## src/inc/eim_pkg.sv

```systemverilog
// constants shared by the edge interval measure counter block
package eim_pkg;

	// ************************************************************
	// clocking and timing
	// ************************************************************
	localparam int unsigned MEAS_CLK_HZ   = 48_000_000;
	localparam int unsigned GROUP_DELAY   = 8;
	localparam int unsigned CNT_W         = 32;
	localparam int unsigned DIN_W         = 8;

	// ************************************************************
	// register offsets (byte addresses)
	// ************************************************************
	localparam logic [11:0] OFS_CTRL      = 12'h000;
	localparam logic [11:0] OFS_SEL       = 12'h004;
	localparam logic [11:0] OFS_COUNT     = 12'h008;
	localparam logic [11:0] OFS_SINGLE    = 12'h00C;
	localparam logic [11:0] OFS_STATUS    = 12'h010;

	// ************************************************************
	// field positions and reset values
	// ************************************************************
	localparam int unsigned CTRL_RUN_BIT  = 0;
	localparam int unsigned SEL_START_LSB = 0;
	localparam int unsigned SEL_STOP_LSB  = 8;
	localparam int unsigned SEL_W         = 5;
	localparam int unsigned SNG_REQ_BIT   = 0;
	localparam int unsigned SNG_DONE_BIT  = 8;
	localparam int unsigned STS_WAIT_BIT  = 0;
	localparam int unsigned STS_CNT_BIT   = 1;
	localparam int unsigned STS_HAVE_BIT  = 2;
	localparam logic [4:0]  SEL_RST       = 5'h00;
	localparam logic [7:0]  DIN_IDLE      = 8'hFF;

	// ************************************************************
	// start and stop source codes
	// ************************************************************
	localparam logic [4:0] SRC_CONV_DONE  = 5'h00;
	localparam logic [4:0] SRC_SPEED_FALL = 5'h01;
	localparam logic [4:0] SRC_SPEED_RISE = 5'h02;
	localparam logic [4:0] SRC_DIN0_FALL  = 5'h03;
	localparam logic [4:0] SRC_GCLK_FALL  = 5'h13;
	localparam logic [4:0] SRC_GATE_FALL  = 5'h15;
	localparam int unsigned SRC_LINES     = 11;
	localparam int unsigned SRC_COUNT     = 23;

	// ************************************************************
	// measurement states
	// ************************************************************
	typedef enum logic [2:0]
	{
		EIM_IDLE  = 3'h1,
		EIM_WAIT  = 3'h2,
		EIM_COUNT = 3'h4
	} eim_state_t;

endpackage

```

## src/inc/eim_sel_if.sv

```systemverilog
// edge selection and detection link between top and edge selector
`timescale 1ns/1ps
interface eim_sel_if;
	logic [4:0] start_sel;
	logic [4:0] stop_sel;
	logic       start_hit;
	logic       stop_hit;
	logic [7:0] din_now;

	modport sel
	(
		input  start_sel,
		input  stop_sel,
		output start_hit,
		output stop_hit,
		output din_now
	);

	modport user
	(
		output start_sel,
		output stop_sel,
		input  start_hit,
		input  stop_hit,
		input  din_now
	);
endinterface

```

## src/design/eim_edge_sel.sv

```systemverilog
// edge detector and start/stop source selector
`timescale 1ns/1ps
module eim_edge_sel
(
	// clock and reset
	input  wire logic   mclk,
	input  wire logic   rst_n,
	// raw event lines
	input  wire logic   conv_done,
	input  wire logic   speed_pulse_input,
	input  wire logic [7:0] din,
	input  wire logic   gp_clk_in,
	input  wire logic   gp_gate_in,
	// selection link
	eim_sel_if.sel      link
);

	typedef struct packed
	{
		logic [eim_pkg::SRC_LINES-1:0] prev;
		logic [7:0]                    din_q;
	} eim_edge_t;

	eim_edge_t cur;
	eim_edge_t next_cur;
	logic [eim_pkg::SRC_LINES-1:0] lines;
	logic [31:0]                   ev;

	assign lines = {gp_gate_in, gp_clk_in, din, speed_pulse_input};

	// ************************************************************
	// event vector: conversion done, then fall/rise per line
	// ************************************************************
	assign ev[0] = conv_done;
	genvar i;
	generate
		for (i = 0; i < eim_pkg::SRC_LINES; i++)
		begin : g_ev
			assign ev[1 + 2*i] = cur.prev[i] & ~lines[i];
			assign ev[2 + 2*i] = ~cur.prev[i] & lines[i];
		end
	endgenerate
	assign ev[31:eim_pkg::SRC_COUNT] = '0;

	// codes past the list select nothing
	assign link.start_hit = ev[link.start_sel];
	assign link.stop_hit  = ev[link.stop_sel];
	assign link.din_now   = cur.din_q;

	// history of lines; idle-high so a floating port gives no edge
	always_comb
	begin
		next_cur       = cur;
		next_cur.prev  = lines;
		next_cur.din_q = din;
	end

	always_ff @(posedge mclk or negedge rst_n)
	begin
		if (!rst_n)
		begin
			cur.prev  <= '1;
			cur.din_q <= eim_pkg::DIN_IDLE;
		end
		else
		begin
			cur <= next_cur;
		end
	end

endmodule

```

## src/design/eim_delay.sv

```systemverilog
// fixed-depth pipeline that aligns samples with the converter delay
`timescale 1ns/1ps
module eim_delay
#(
	parameter int unsigned W     = 40,
	parameter int unsigned DEPTH = 8
)
(
	// clock and reset
	input  wire logic         mclk,
	input  wire logic         rst_n,
	// sample in
	input  wire logic         in_valid,
	input  wire logic [W-1:0] in_data,
	// sample out
	output logic              out_valid,
	output logic [W-1:0]      out_data
);

	generate
		if (DEPTH < 1 || W < 1)
		begin : g_bad
			$error("eim_delay needs DEPTH and W of at least one");
		end
	endgenerate

	typedef struct packed
	{
		logic [DEPTH-1:0]      vld;
		logic [DEPTH-1:0][W-1:0] dat;
	} eim_pipe_t;

	eim_pipe_t cur;
	eim_pipe_t next_cur;

	// shift one stage per clock; entry 0 takes the new sample
	always_comb
	begin
		next_cur = cur;
		next_cur.vld[0] = in_valid;
		next_cur.dat[0] = in_data;
		for (int k = 1; k < DEPTH; k++)
		begin
			next_cur.vld[k] = cur.vld[k-1];
			next_cur.dat[k] = cur.dat[k-1];
		end
	end

	always_ff @(posedge mclk or negedge rst_n)
	begin
		if (!rst_n)
		begin
			cur <= '0;
		end
		else
		begin
			cur <= next_cur;
		end
	end

	assign out_valid = cur.vld[DEPTH-1];
	assign out_data  = cur.dat[DEPTH-1];

endmodule

```

## src/design/eim_top.sv

```systemverilog
// edge interval measure counter with digital input port, APB slave
//
// Decided for this implementation: the register addresses and the APB interface to the registers.
`timescale 1ns/1ps
module eim_top
#(
	parameter int unsigned CNT_W       = eim_pkg::CNT_W,
	parameter int unsigned GROUP_DELAY = eim_pkg::GROUP_DELAY
)
(
	// clock and reset
	input  wire logic         mclk,
	input  wire logic         nrst,
	// apb slave
	input  wire logic         psel,
	input  wire logic         penable,
	input  wire logic         pwrite,
	input  wire logic [11:0]  paddr,
	input  wire logic [31:0]  pwdata,
	output logic [31:0]       prdata,
	output logic              pready,
	output logic              pslverr,
	// event sources
	input  wire logic         conv_done,
	input  wire logic         speed_pulse_input,
	input  wire logic [7:0]   din,
	input  wire logic         gp_clk_in,
	input  wire logic         gp_gate_in,
	// acquisition sample clock tick
	input  wire logic         sample_tick,
	// aligned stream out
	output logic              stream_valid,
	output logic [CNT_W-1:0]  stream_count,
	output logic [7:0]        stream_din
);

	// ************************************************************
	// parameter checks
	// ************************************************************
	generate
		if (CNT_W < 2 || CNT_W > 32 || GROUP_DELAY < 1)
		begin : g_bad
			$error("eim_top needs CNT_W 2..32 and GROUP_DELAY >= 1");
		end
	endgenerate

	localparam int unsigned SW = CNT_W + eim_pkg::DIN_W;

	// ************************************************************
	// reset release
	// ************************************************************
	logic [1:0] rst_sync;
	logic       rst_n;

	// async assert, two-flop release
	always_ff @(posedge mclk or negedge nrst)
	begin
		if (!nrst)
		begin
			rst_sync <= 2'h0;
		end
		else
		begin
			rst_sync <= {rst_sync[0], 1'b1};
		end
	end
	assign rst_n = rst_sync[1];

	// ************************************************************
	// block state
	// ************************************************************
	typedef struct packed
	{
		logic                  run;
		logic                  run_d;
		logic [4:0]            start_sel;
		logic [4:0]            stop_sel;
		eim_pkg::eim_state_t   st;
		logic [CNT_W-1:0]      cnt;
		logic [CNT_W-1:0]      latched;
		logic                  have;
		logic [7:0]            single_val;
		logic                  single_done;
		logic [31:0]           rdata;
		logic                  err;
	} eim_top_t;

	eim_top_t   cur;
	eim_top_t   next_cur;
	eim_sel_if  sel_link ();

	logic             setup;
	logic             wr_access;
	logic             mapped;
	logic             op_start;
	logic             same_edge;
	logic [CNT_W-1:0] cnt_inc;
	logic             smp_valid;
	logic [SW-1:0]    smp_data;
	logic [SW-1:0]    out_data;

	// ************************************************************
	// edge selection and detection
	// ************************************************************
	assign sel_link.start_sel = cur.start_sel;
	assign sel_link.stop_sel  = cur.stop_sel;

	eim_edge_sel u_edge
	(
		.mclk              (mclk),
		.rst_n             (rst_n),
		.conv_done         (conv_done),
		.speed_pulse_input (speed_pulse_input),
		.din               (din),
		.gp_clk_in         (gp_clk_in),
		.gp_gate_in        (gp_gate_in),
		.link              (sel_link)
	);

	// ************************************************************
	// bus decode
	// ************************************************************
	assign setup     = psel & ~penable;
	assign wr_access = psel & penable & pwrite;
	assign mapped    = (paddr == eim_pkg::OFS_CTRL)   |
	                   (paddr == eim_pkg::OFS_SEL)    |
	                   (paddr == eim_pkg::OFS_COUNT)  |
	                   (paddr == eim_pkg::OFS_SINGLE) |
	                   (paddr == eim_pkg::OFS_STATUS);

	// zero wait states: read data captured in setup is ready in the access phase
	assign pready  = 1'b1;
	assign prdata  = cur.rdata;
	assign pslverr = psel & penable & cur.err;

	assign op_start  = cur.run & ~cur.run_d;
	assign same_edge = cur.start_sel == cur.stop_sel;
	// saturate rather than wrap on a stuck input
	assign cnt_inc   = (&cur.cnt) ? cur.cnt : cur.cnt + 1'b1;

	// ************************************************************
	// next state
	// ************************************************************
	always_comb
	begin
		next_cur       = cur;
		next_cur.run_d = cur.run;

		// register writes take effect in the access phase
		if (wr_access && paddr == eim_pkg::OFS_CTRL)
		begin
			next_cur.run = pwdata[eim_pkg::CTRL_RUN_BIT];
		end
		if (wr_access && paddr == eim_pkg::OFS_SEL)
		begin
			next_cur.start_sel =
				pwdata[eim_pkg::SEL_START_LSB +: eim_pkg::SEL_W];
			next_cur.stop_sel  =
				pwdata[eim_pkg::SEL_STOP_LSB +: eim_pkg::SEL_W];
		end

		// single read: one sample of all eight port lines, no abort path
		if (wr_access && paddr == eim_pkg::OFS_SINGLE &&
			pwdata[eim_pkg::SNG_REQ_BIT])
		begin
			next_cur.single_val  = sel_link.din_now;
			next_cur.single_done = 1'b1;
		end

		// measurement sequence
		case (cur.st)
			eim_pkg::EIM_IDLE:
			begin
				next_cur.cnt = '0;
			end
			eim_pkg::EIM_WAIT:
			begin
				if (sel_link.start_hit)
				begin
					next_cur.cnt = {{(CNT_W-1){1'b0}}, 1'b1};
					next_cur.st  = eim_pkg::EIM_COUNT;
				end
			end
			eim_pkg::EIM_COUNT:
			begin
				next_cur.cnt = cnt_inc;
				if (sel_link.stop_hit)
				begin
					// this edge is one more period: report periods + 1
					next_cur.latched = cnt_inc;
					next_cur.have    = 1'b1;
					if (same_edge)
					begin
						// stop doubles as the next start
						next_cur.cnt = {{(CNT_W-1){1'b0}}, 1'b1};
					end
					else
					begin
						next_cur.cnt = '0;
						next_cur.st  = eim_pkg::EIM_WAIT;
					end
				end
			end
			default:
			begin
				next_cur.st = eim_pkg::EIM_IDLE;
			end
		endcase

		// a new operation wipes old results first
		if (op_start)
		begin
			next_cur.cnt     = '0;
			next_cur.latched = '0;
			next_cur.have    = 1'b0;
			next_cur.st      = eim_pkg::EIM_WAIT;
		end
		if (!cur.run)
		begin
			next_cur.st = eim_pkg::EIM_IDLE;
		end

		// read data captured in setup so it is a flop in access
		next_cur.err = setup & ~mapped;
		if (setup)
		begin
			next_cur.rdata = 32'h0000_0000;
			case (paddr)
				eim_pkg::OFS_CTRL:
					next_cur.rdata[eim_pkg::CTRL_RUN_BIT] = cur.run;
				eim_pkg::OFS_SEL:
				begin
					next_cur.rdata[eim_pkg::SEL_START_LSB +:
						eim_pkg::SEL_W] = cur.start_sel;
					next_cur.rdata[eim_pkg::SEL_STOP_LSB +:
						eim_pkg::SEL_W] = cur.stop_sel;
				end
				eim_pkg::OFS_COUNT:
					next_cur.rdata[CNT_W-1:0] = cur.latched;
				eim_pkg::OFS_SINGLE:
				begin
					next_cur.rdata[7:0] = cur.single_val;
					next_cur.rdata[eim_pkg::SNG_DONE_BIT] =
						cur.single_done;
				end
				eim_pkg::OFS_STATUS:
				begin
					next_cur.rdata[eim_pkg::STS_WAIT_BIT] =
						cur.st == eim_pkg::EIM_WAIT;
					next_cur.rdata[eim_pkg::STS_CNT_BIT] =
						cur.st == eim_pkg::EIM_COUNT;
					next_cur.rdata[eim_pkg::STS_HAVE_BIT] = cur.have;
				end
				default:
					next_cur.rdata = 32'h0000_0000;
			endcase
		end
	end

	always_ff @(posedge mclk or negedge rst_n)
	begin
		if (!rst_n)
		begin
			cur.run         <= 1'b0;
			cur.run_d       <= 1'b0;
			cur.start_sel   <= eim_pkg::SEL_RST;
			cur.stop_sel    <= eim_pkg::SEL_RST;
			cur.st          <= eim_pkg::EIM_IDLE;
			cur.cnt         <= '0;
			cur.latched     <= '0;
			cur.have        <= 1'b0;
			cur.single_val  <= eim_pkg::DIN_IDLE;
			cur.single_done <= 1'b0;
			cur.rdata       <= 32'h0000_0000;
			cur.err         <= 1'b0;
		end
		else
		begin
			cur <= next_cur;
		end
	end

	// ************************************************************
	// sample capture and group-delay alignment
	// ************************************************************
	// sampling never disturbs the latched value, so repeats are free
	assign smp_valid = sample_tick & cur.run;
	assign smp_data  = {cur.latched, sel_link.din_now};

	eim_delay
	#(
		.W     (SW),
		.DEPTH (GROUP_DELAY)
	)
	u_delay
	(
		.mclk      (mclk),
		.rst_n     (rst_n),
		.in_valid  (smp_valid),
		.in_data   (smp_data),
		.out_valid (stream_valid),
		.out_data  (out_data)
	);

	assign stream_count = out_data[SW-1:eim_pkg::DIN_W];
	assign stream_din   = out_data[eim_pkg::DIN_W-1:0];

endmodule

```

## config.mk

```make
export PLATFORM = sky130hd
export DESIGN_NAME = eim_top
export DESIGN_NICKNAME = d
export VERILOG_FILES = /design/src/inc/eim_pkg.sv /design/src/inc/eim_sel_if.sv /design/src/design/eim_edge_sel.sv /design/src/design/eim_delay.sv /design/src/design/eim_top.sv
export SDC_FILE = /design/constraint.sdc
export NUM_CORES = 1
export LEC_CHECK = 0
export BUFFER_PORTS_ARGS = -buffer_cell sky130_fd_sc_hd__buf_2
export CORE_MARGIN = 2
export CORE_UTILIZATION = 59
export DETAILED_ROUTE_END_ITERATION = 16
export GPL_ROUTABILITY_DRIVEN = 0
export GPL_TIMING_DRIVEN = 0
export PLACE_DENSITY = 0.84
export SYNTH_ARGS = -nofsm -noshare
export SYNTH_HDL_FRONTEND = slang
export SYNTH_HIERARCHICAL = 1
export SYNTH_SLANG_ARGS = --single-unit
```

## constraint.sdc

```tcl
create_clock -name mclk -period 16.39 [get_ports mclk]
set_input_delay 0.8195 -clock mclk [delete_from_list [all_inputs] [get_ports mclk]]
set_output_delay 0.8195 -clock mclk [all_outputs]
set_load 0.01 [all_outputs]
```

## Word-level counts from Yosys, hierarchy flattened

Cells that the tools add are included.

- Bits in registers: 471
- Bits of input ports: 62
- Output and inout port bits: 75
- Logic and storage cells: 131

- Add/sub/neg operators: 1
- Magnitude comparators: 2
- Eq/ne operators: 13
- Mux-type cells: 21
- Bitwise gates (word level): 58
- Reduce and logical (&&, ||, !) cells: 12

Operators with widths:

| kind | count |
|---|---|
| 2-to-1 mux 68 bit | 2 |
| case mux 32 bit (3 select lines) | 1 |
| 2-to-1 mux 35 bit | 1 |
| 2-to-1 mux 33 bit | 1 |
| adder 32 x 1 -> 32 bit, second input constant | 1 |
| 2-to-1 mux 32 bit | 1 |
| AND reduction 32 bit | 1 |
| AND 1 bit | 29 |
| inverter 1 bit | 25 |
| == test 12 x 4 -> 1 bit, second input constant | 2 |
| 2-to-1 mux 19 bit | 1 |
| == test 12 x 3 -> 1 bit, second input constant | 1 |
| == test 12 x 5 -> 1 bit, second input constant | 1 |
| zero test 12 bit | 1 |
| less-than comparator 5 x 6 -> 1 bit, second input constant | 2 |
| != test 4 bit, second input constant | 3 |
| binary-select mux 1 bit (select 5 bit) | 2 |
| case mux 3 bit (3 select lines) | 1 |
| case mux 2 bit (4 select lines) | 1 |
| case mux 4 bit (2 select lines) | 1 |
| 2-to-1 mux 3 bit | 2 |
| != test 3 bit, second input constant | 2 |
| case mux 2 bit (3 select lines) | 1 |
| case mux 3 bit (2 select lines) | 1 |
| 13 further kinds | 23 |

## Longest topological paths before layout

- Depth after elaboration: 8
- Mapped depth: 14
- Gate-level depth less buffers: 10

## Cells and area by module

The synthesis kept the hierarchy.

Modules (own cells, without submodules):

| module | times used | cells an instance | area an instance (um2) | sequential area each (um2) |
|---|---|---|---|---|
| eim_delay | 1 | 368 | 8508.2 | 8207.9 |
| eim_top | 1 | 686 | 6560.0 | 3114.2 |
| eim_edge_sel | 1 | 108 | 967.2 | 289.0 |

## Worst setup path before layout

Ideal clock, no wire load.

- Kind: in2reg
- From: in din[1]
- To: reg, netlist name cur[85]
- Setup time: 0.118 ns
- Arrival: 2.860 ns
- Data required time: 16.272 ns
- Setup slack: 13.411 ns
- Stages on the path: 11
- Path buffers: 2
- Cell sequence: or4b_1 > o2111a_1 > nor4_1 > a311o_2 > nand3b_1 > a21oi_1 > or3_1 > clkbuf_1 > clkbuf_1 > o21ai_0 > a21o_1

RTL lines:

| item | line | source |
|---|---|---|
| start, declared | eim_top.sv:26 | `input wire logic [7:0] din,` |

==> out/qor.csv <==
stage;metric;value;unit
run_status;status;completed;
final_layout;area grow syn2layout;16.2;%
clock_tree;clock buffer depth;3;
synthesis;mapped cell area;16000;µm²
sta;Slew Limit Fails;0;
setup_path;CP Capture Type;flip-flop;
global_route;vias in the first global route;10300;
clock_tree;H-Tree Depth;2;
place;post-DP HPWL;21500;µm
sta;post-route clock period utilization;21.6;%
final_layout;# fillers;1599;
synthesis;sequential area share after synthesis;72.4;%
place;# placed instances;1622;
global_route;global route overflow;0;
sta;RSZ-0062 raised after global routing;no;
synthesis;share of the synthesized area in the top cell type;69.1;%
die;num rows;60;
final_layout;final cell count without fillers;1700;
setup_path;CP Class;reg2reg;
detailed_routing;Routed Antenna Nets;0;
clock_tree;Reg clk slew, reported paths;0.06;ns
sta;Slew HR;29.6;%
synthesis;top cells by area, synth;dfrtp_1 (69%), buf_4 (3.8%), dfstp_2 (3.3%), a21oi_1 (1.9%), o21ai_0 (1.8%);
synthesis;Synth Warn #;6;
clock_tree;clock sink total;463;
power_and_ir_drop;LEAKAGE;9.29;nW
clock_tree;CTS Hold Bufs;0;
setup_path;startpoint types;flip-flop;
sta;Setup Viol. Count Final;0;
clock_tree;PostCTS Resize Cnt;0;
clock_tree;clk_lat worst skew;0.55;ns
synthesis;number of synthesized flops with an enable pin;0;
detailed_routing;number of DRC markers in iteration 0;1021;
job;Max Cap Violations;0;
final_layout;final core occ;69.5;%
detailed_routing;vias per cell;5.93;
setup_path;CP required;16.77;ns
final_layout;fraction of layout cells with a size suffix above 1;25.5;%
global_route;initial antenna violation count;0;
final_layout;Layout Nets;1390;
sta;Slew @ Worst Pin;1.05;ns
detailed_routing;TritonRoute pass-1 iters;5;
die;top-level port count;137;
synthesis;ys async rst share;100;%
hold_path;Min-Delay Path Class;in2async;
global_route;first-pass GRT wire length;57800;µm
die;Core Box Area;26800;µm²
die;area of the die;28500;µm²
synthesis;Syn Area/Cell;13.8;µm²
detailed_routing;final WL;36000;µm
sta;Max Clock Skew;0.0174;ns
detailed_routing;wire per inst;21.2;µm
clock_tree;root buffer cell;clkbuf_16;
die;die outline width;169;µm
power_and_ir_drop;P per Cell Area;120;nW/µm²
setup_path;CP Max Fanout;10;
sta;Fmax;283;MHz
synthesis;ys flop type;dfrtp_1;
sta;Tmin final;3.53;ns
clock_tree;CTS tree;done;
sta;Hold Vio Cnt, Final;0;
power_and_ir_drop;Power Total;0.00223;W
synthesis;Distinct cells, synth;75;
setup_path;FF-to-FF setup slack;12.86;ns
global_route;Total GRT Usage;26.1;%
global_route;largest net degree at the start of global routing;80;
setup_path;crit path DAT;3.91;ns
synthesis;area leader, netlist;dfrtp_1;
power_and_ir_drop;Max VDD drop;72.9;µV
final_layout;Ant. Diodes;0;
place;Buffers on Ports;112;
clock_tree;Inserted Clock Buffers;44;
die;initial core utilization;59.8;%
detailed_routing;detailed-route via count;10100;
synthesis;Cells after Synth;1162;
synthesis;Yosys reg bits;463;
die;die height;169;µm
detailed_routing;Residual DRC;0;
clock_tree;Setup Fix Bufs, Post-CTS;0;
[report_power, final]
group | internal [W] | total [W] | leakage [nW] | switching (W)
Sequential | 0.00116 | 0.00117 | 6.23 | 0.00000918
Clock | 0.000575 | 0.00100 | 0.712 | 0.000429
Combinational | 0.0000207 | 0.0000592 | 2.35 | 0.0000385
[critical path: stages, from the launching register on]
cell       delay (ns)
dfrtp_1          0.42
buf_2            0.20
buf_2            0.21
o311ai_0         0.31
a21oi_1          0.12
a2111oi_0        0.33
a211o_1          0.25
and2_0           0.15
clkbuf_1         0.30
clkbuf_1         0.44
clkbuf_1         0.45
a21oi_1          0.20
[per-stage QoR]
stage | cell area (µm²) | setup TNS, ns | hold slack, ns | setup WS, ns
2_1_floorplan | 16000 | 0 | 0.331 | 2.56
3_3_place_gp | 17000 | -429.44 | 0.331 | -1.01
3_5_place_dp | 17200 | 0 | 0.335 | 12.71
4_1_cts | 18600 | 0 | 0.0291 | 12.91
5_1_grt | 18600 | 0 | 0.0301 | 12.66
6_report | 18600 | 0 | 0.0513 | 12.86
[cell usage after synthesis (10+ instances only)]
cell / count
nor3_1: 20
xnor2_1: 21
and3_1: 12
dfrtp_1: 443
buf_2: 14
mux2_2: 24
nor3b_1: 15
nand3b_1: 10
o21ai_0: 57
dfstp_2: 20
nand4_1: 12
a21oi_1: 61
clkbuf_1: 35
nand2_1: 70
nand3_1: 29
buf_4: 82
nor4_1: 10
nor2b_1: 11
nor2_1: 29
nand2b_1: 15
inv_1: 12
a31oi_1: 25
[layout by cell type (no fill, tap or decap), types with 20 or more instances in the layout]
master     synthesis  final
nor2_1            29     29
nand3_1           29     29
o21ai_0           57     57
nor3_1            20     20
a31oi_1           25     25
nand2_1           70     70
dfstp_2           20     20
clkbuf_16          0     45
clkbuf_1          35     46
xnor2_1           21     21
buf_4             82     82
dfrtp_1          443    442
buf_2             14    126
mux2_2            24     24
a21oi_1           61     61
[state kept, by name, indices dropped and copies added, names as in the netlist, 2 cells and up]
signal / count
u_delay/out_data: 40
sel_link.start_sel: 5
u_delay/cur: 287
sel_link.stop_sel: 5
u_edge/cur: 6
u_edge/link.din_now: 5
rst_sync: 2
prdata: 32
cur: 80
[final timing paths]
| path | from | end | cells after the start |
|---|---|---|---|
| setup reg to reg | sel_link.stop_sel[0]$_DFFE_PN0P_ | cur[50]$_DFFE_PN0P_ | 11 |
| hold reg to reg | u_delay/cur[9]$_DFF_PN0_ | u_delay/cur[49]$_DFF_PN0_ | 0 |
| setup / recovery | sel_link.stop_sel[0]$_DFFE_PN0P_ | cur[50]$_DFFE_PN0P_ | 11 |
| max in group asynchronous | rst_sync[1]$_DFF_PN0_ | u_delay/cur[267]$_DFF_PN0_ | 2 |
| hold / removal | nrst | rst_sync[1]$_DFF_PN0_ | 1 |
| min in group mclk | u_delay/cur[9]$_DFF_PN0_ | u_delay/cur[49]$_DFF_PN0_ | 0 |
[layer usage]
layer	routed length (µm)	vias up	GRT usage (%)
li1	-	4308	-
met5	0	-	0
met3	2780	132	4.33
met4	1360	0	10.3
met1	13900	5032	34.7
met2	18000	609	43.8
[cells by family (layout without fill, tap and decap cells)]
family	count (synthesis)	after routing	share of synthesized area [%]
AO/OA/AOI/OAI	220	220	8.91
XOR/XNOR	30	30	1.64
adder cells (fa/ha/maj)	1	1	0.0780
buffers and inverters	147	343	5.52
flip-flops	463	463	72.4
multiplexers	27	27	1.87
other	1	2	0.0234
AND/OR/NAND/NOR	273	273	9.55
[cell type report]
cell class	instances	area [µm²]	share of cell area [%]
inverters	12	45.0	0.242
plain buffers	135	840	4.51
multi-input cells	553	3540	19.0
clock inverters	11	118	0.631
repair buffers	118	726	3.89
flip-flops and latches	463	11600	62.3
well taps	341	427	2.29
clock buffers	67	1320	7.08
(Power assumes the default switching activity.)
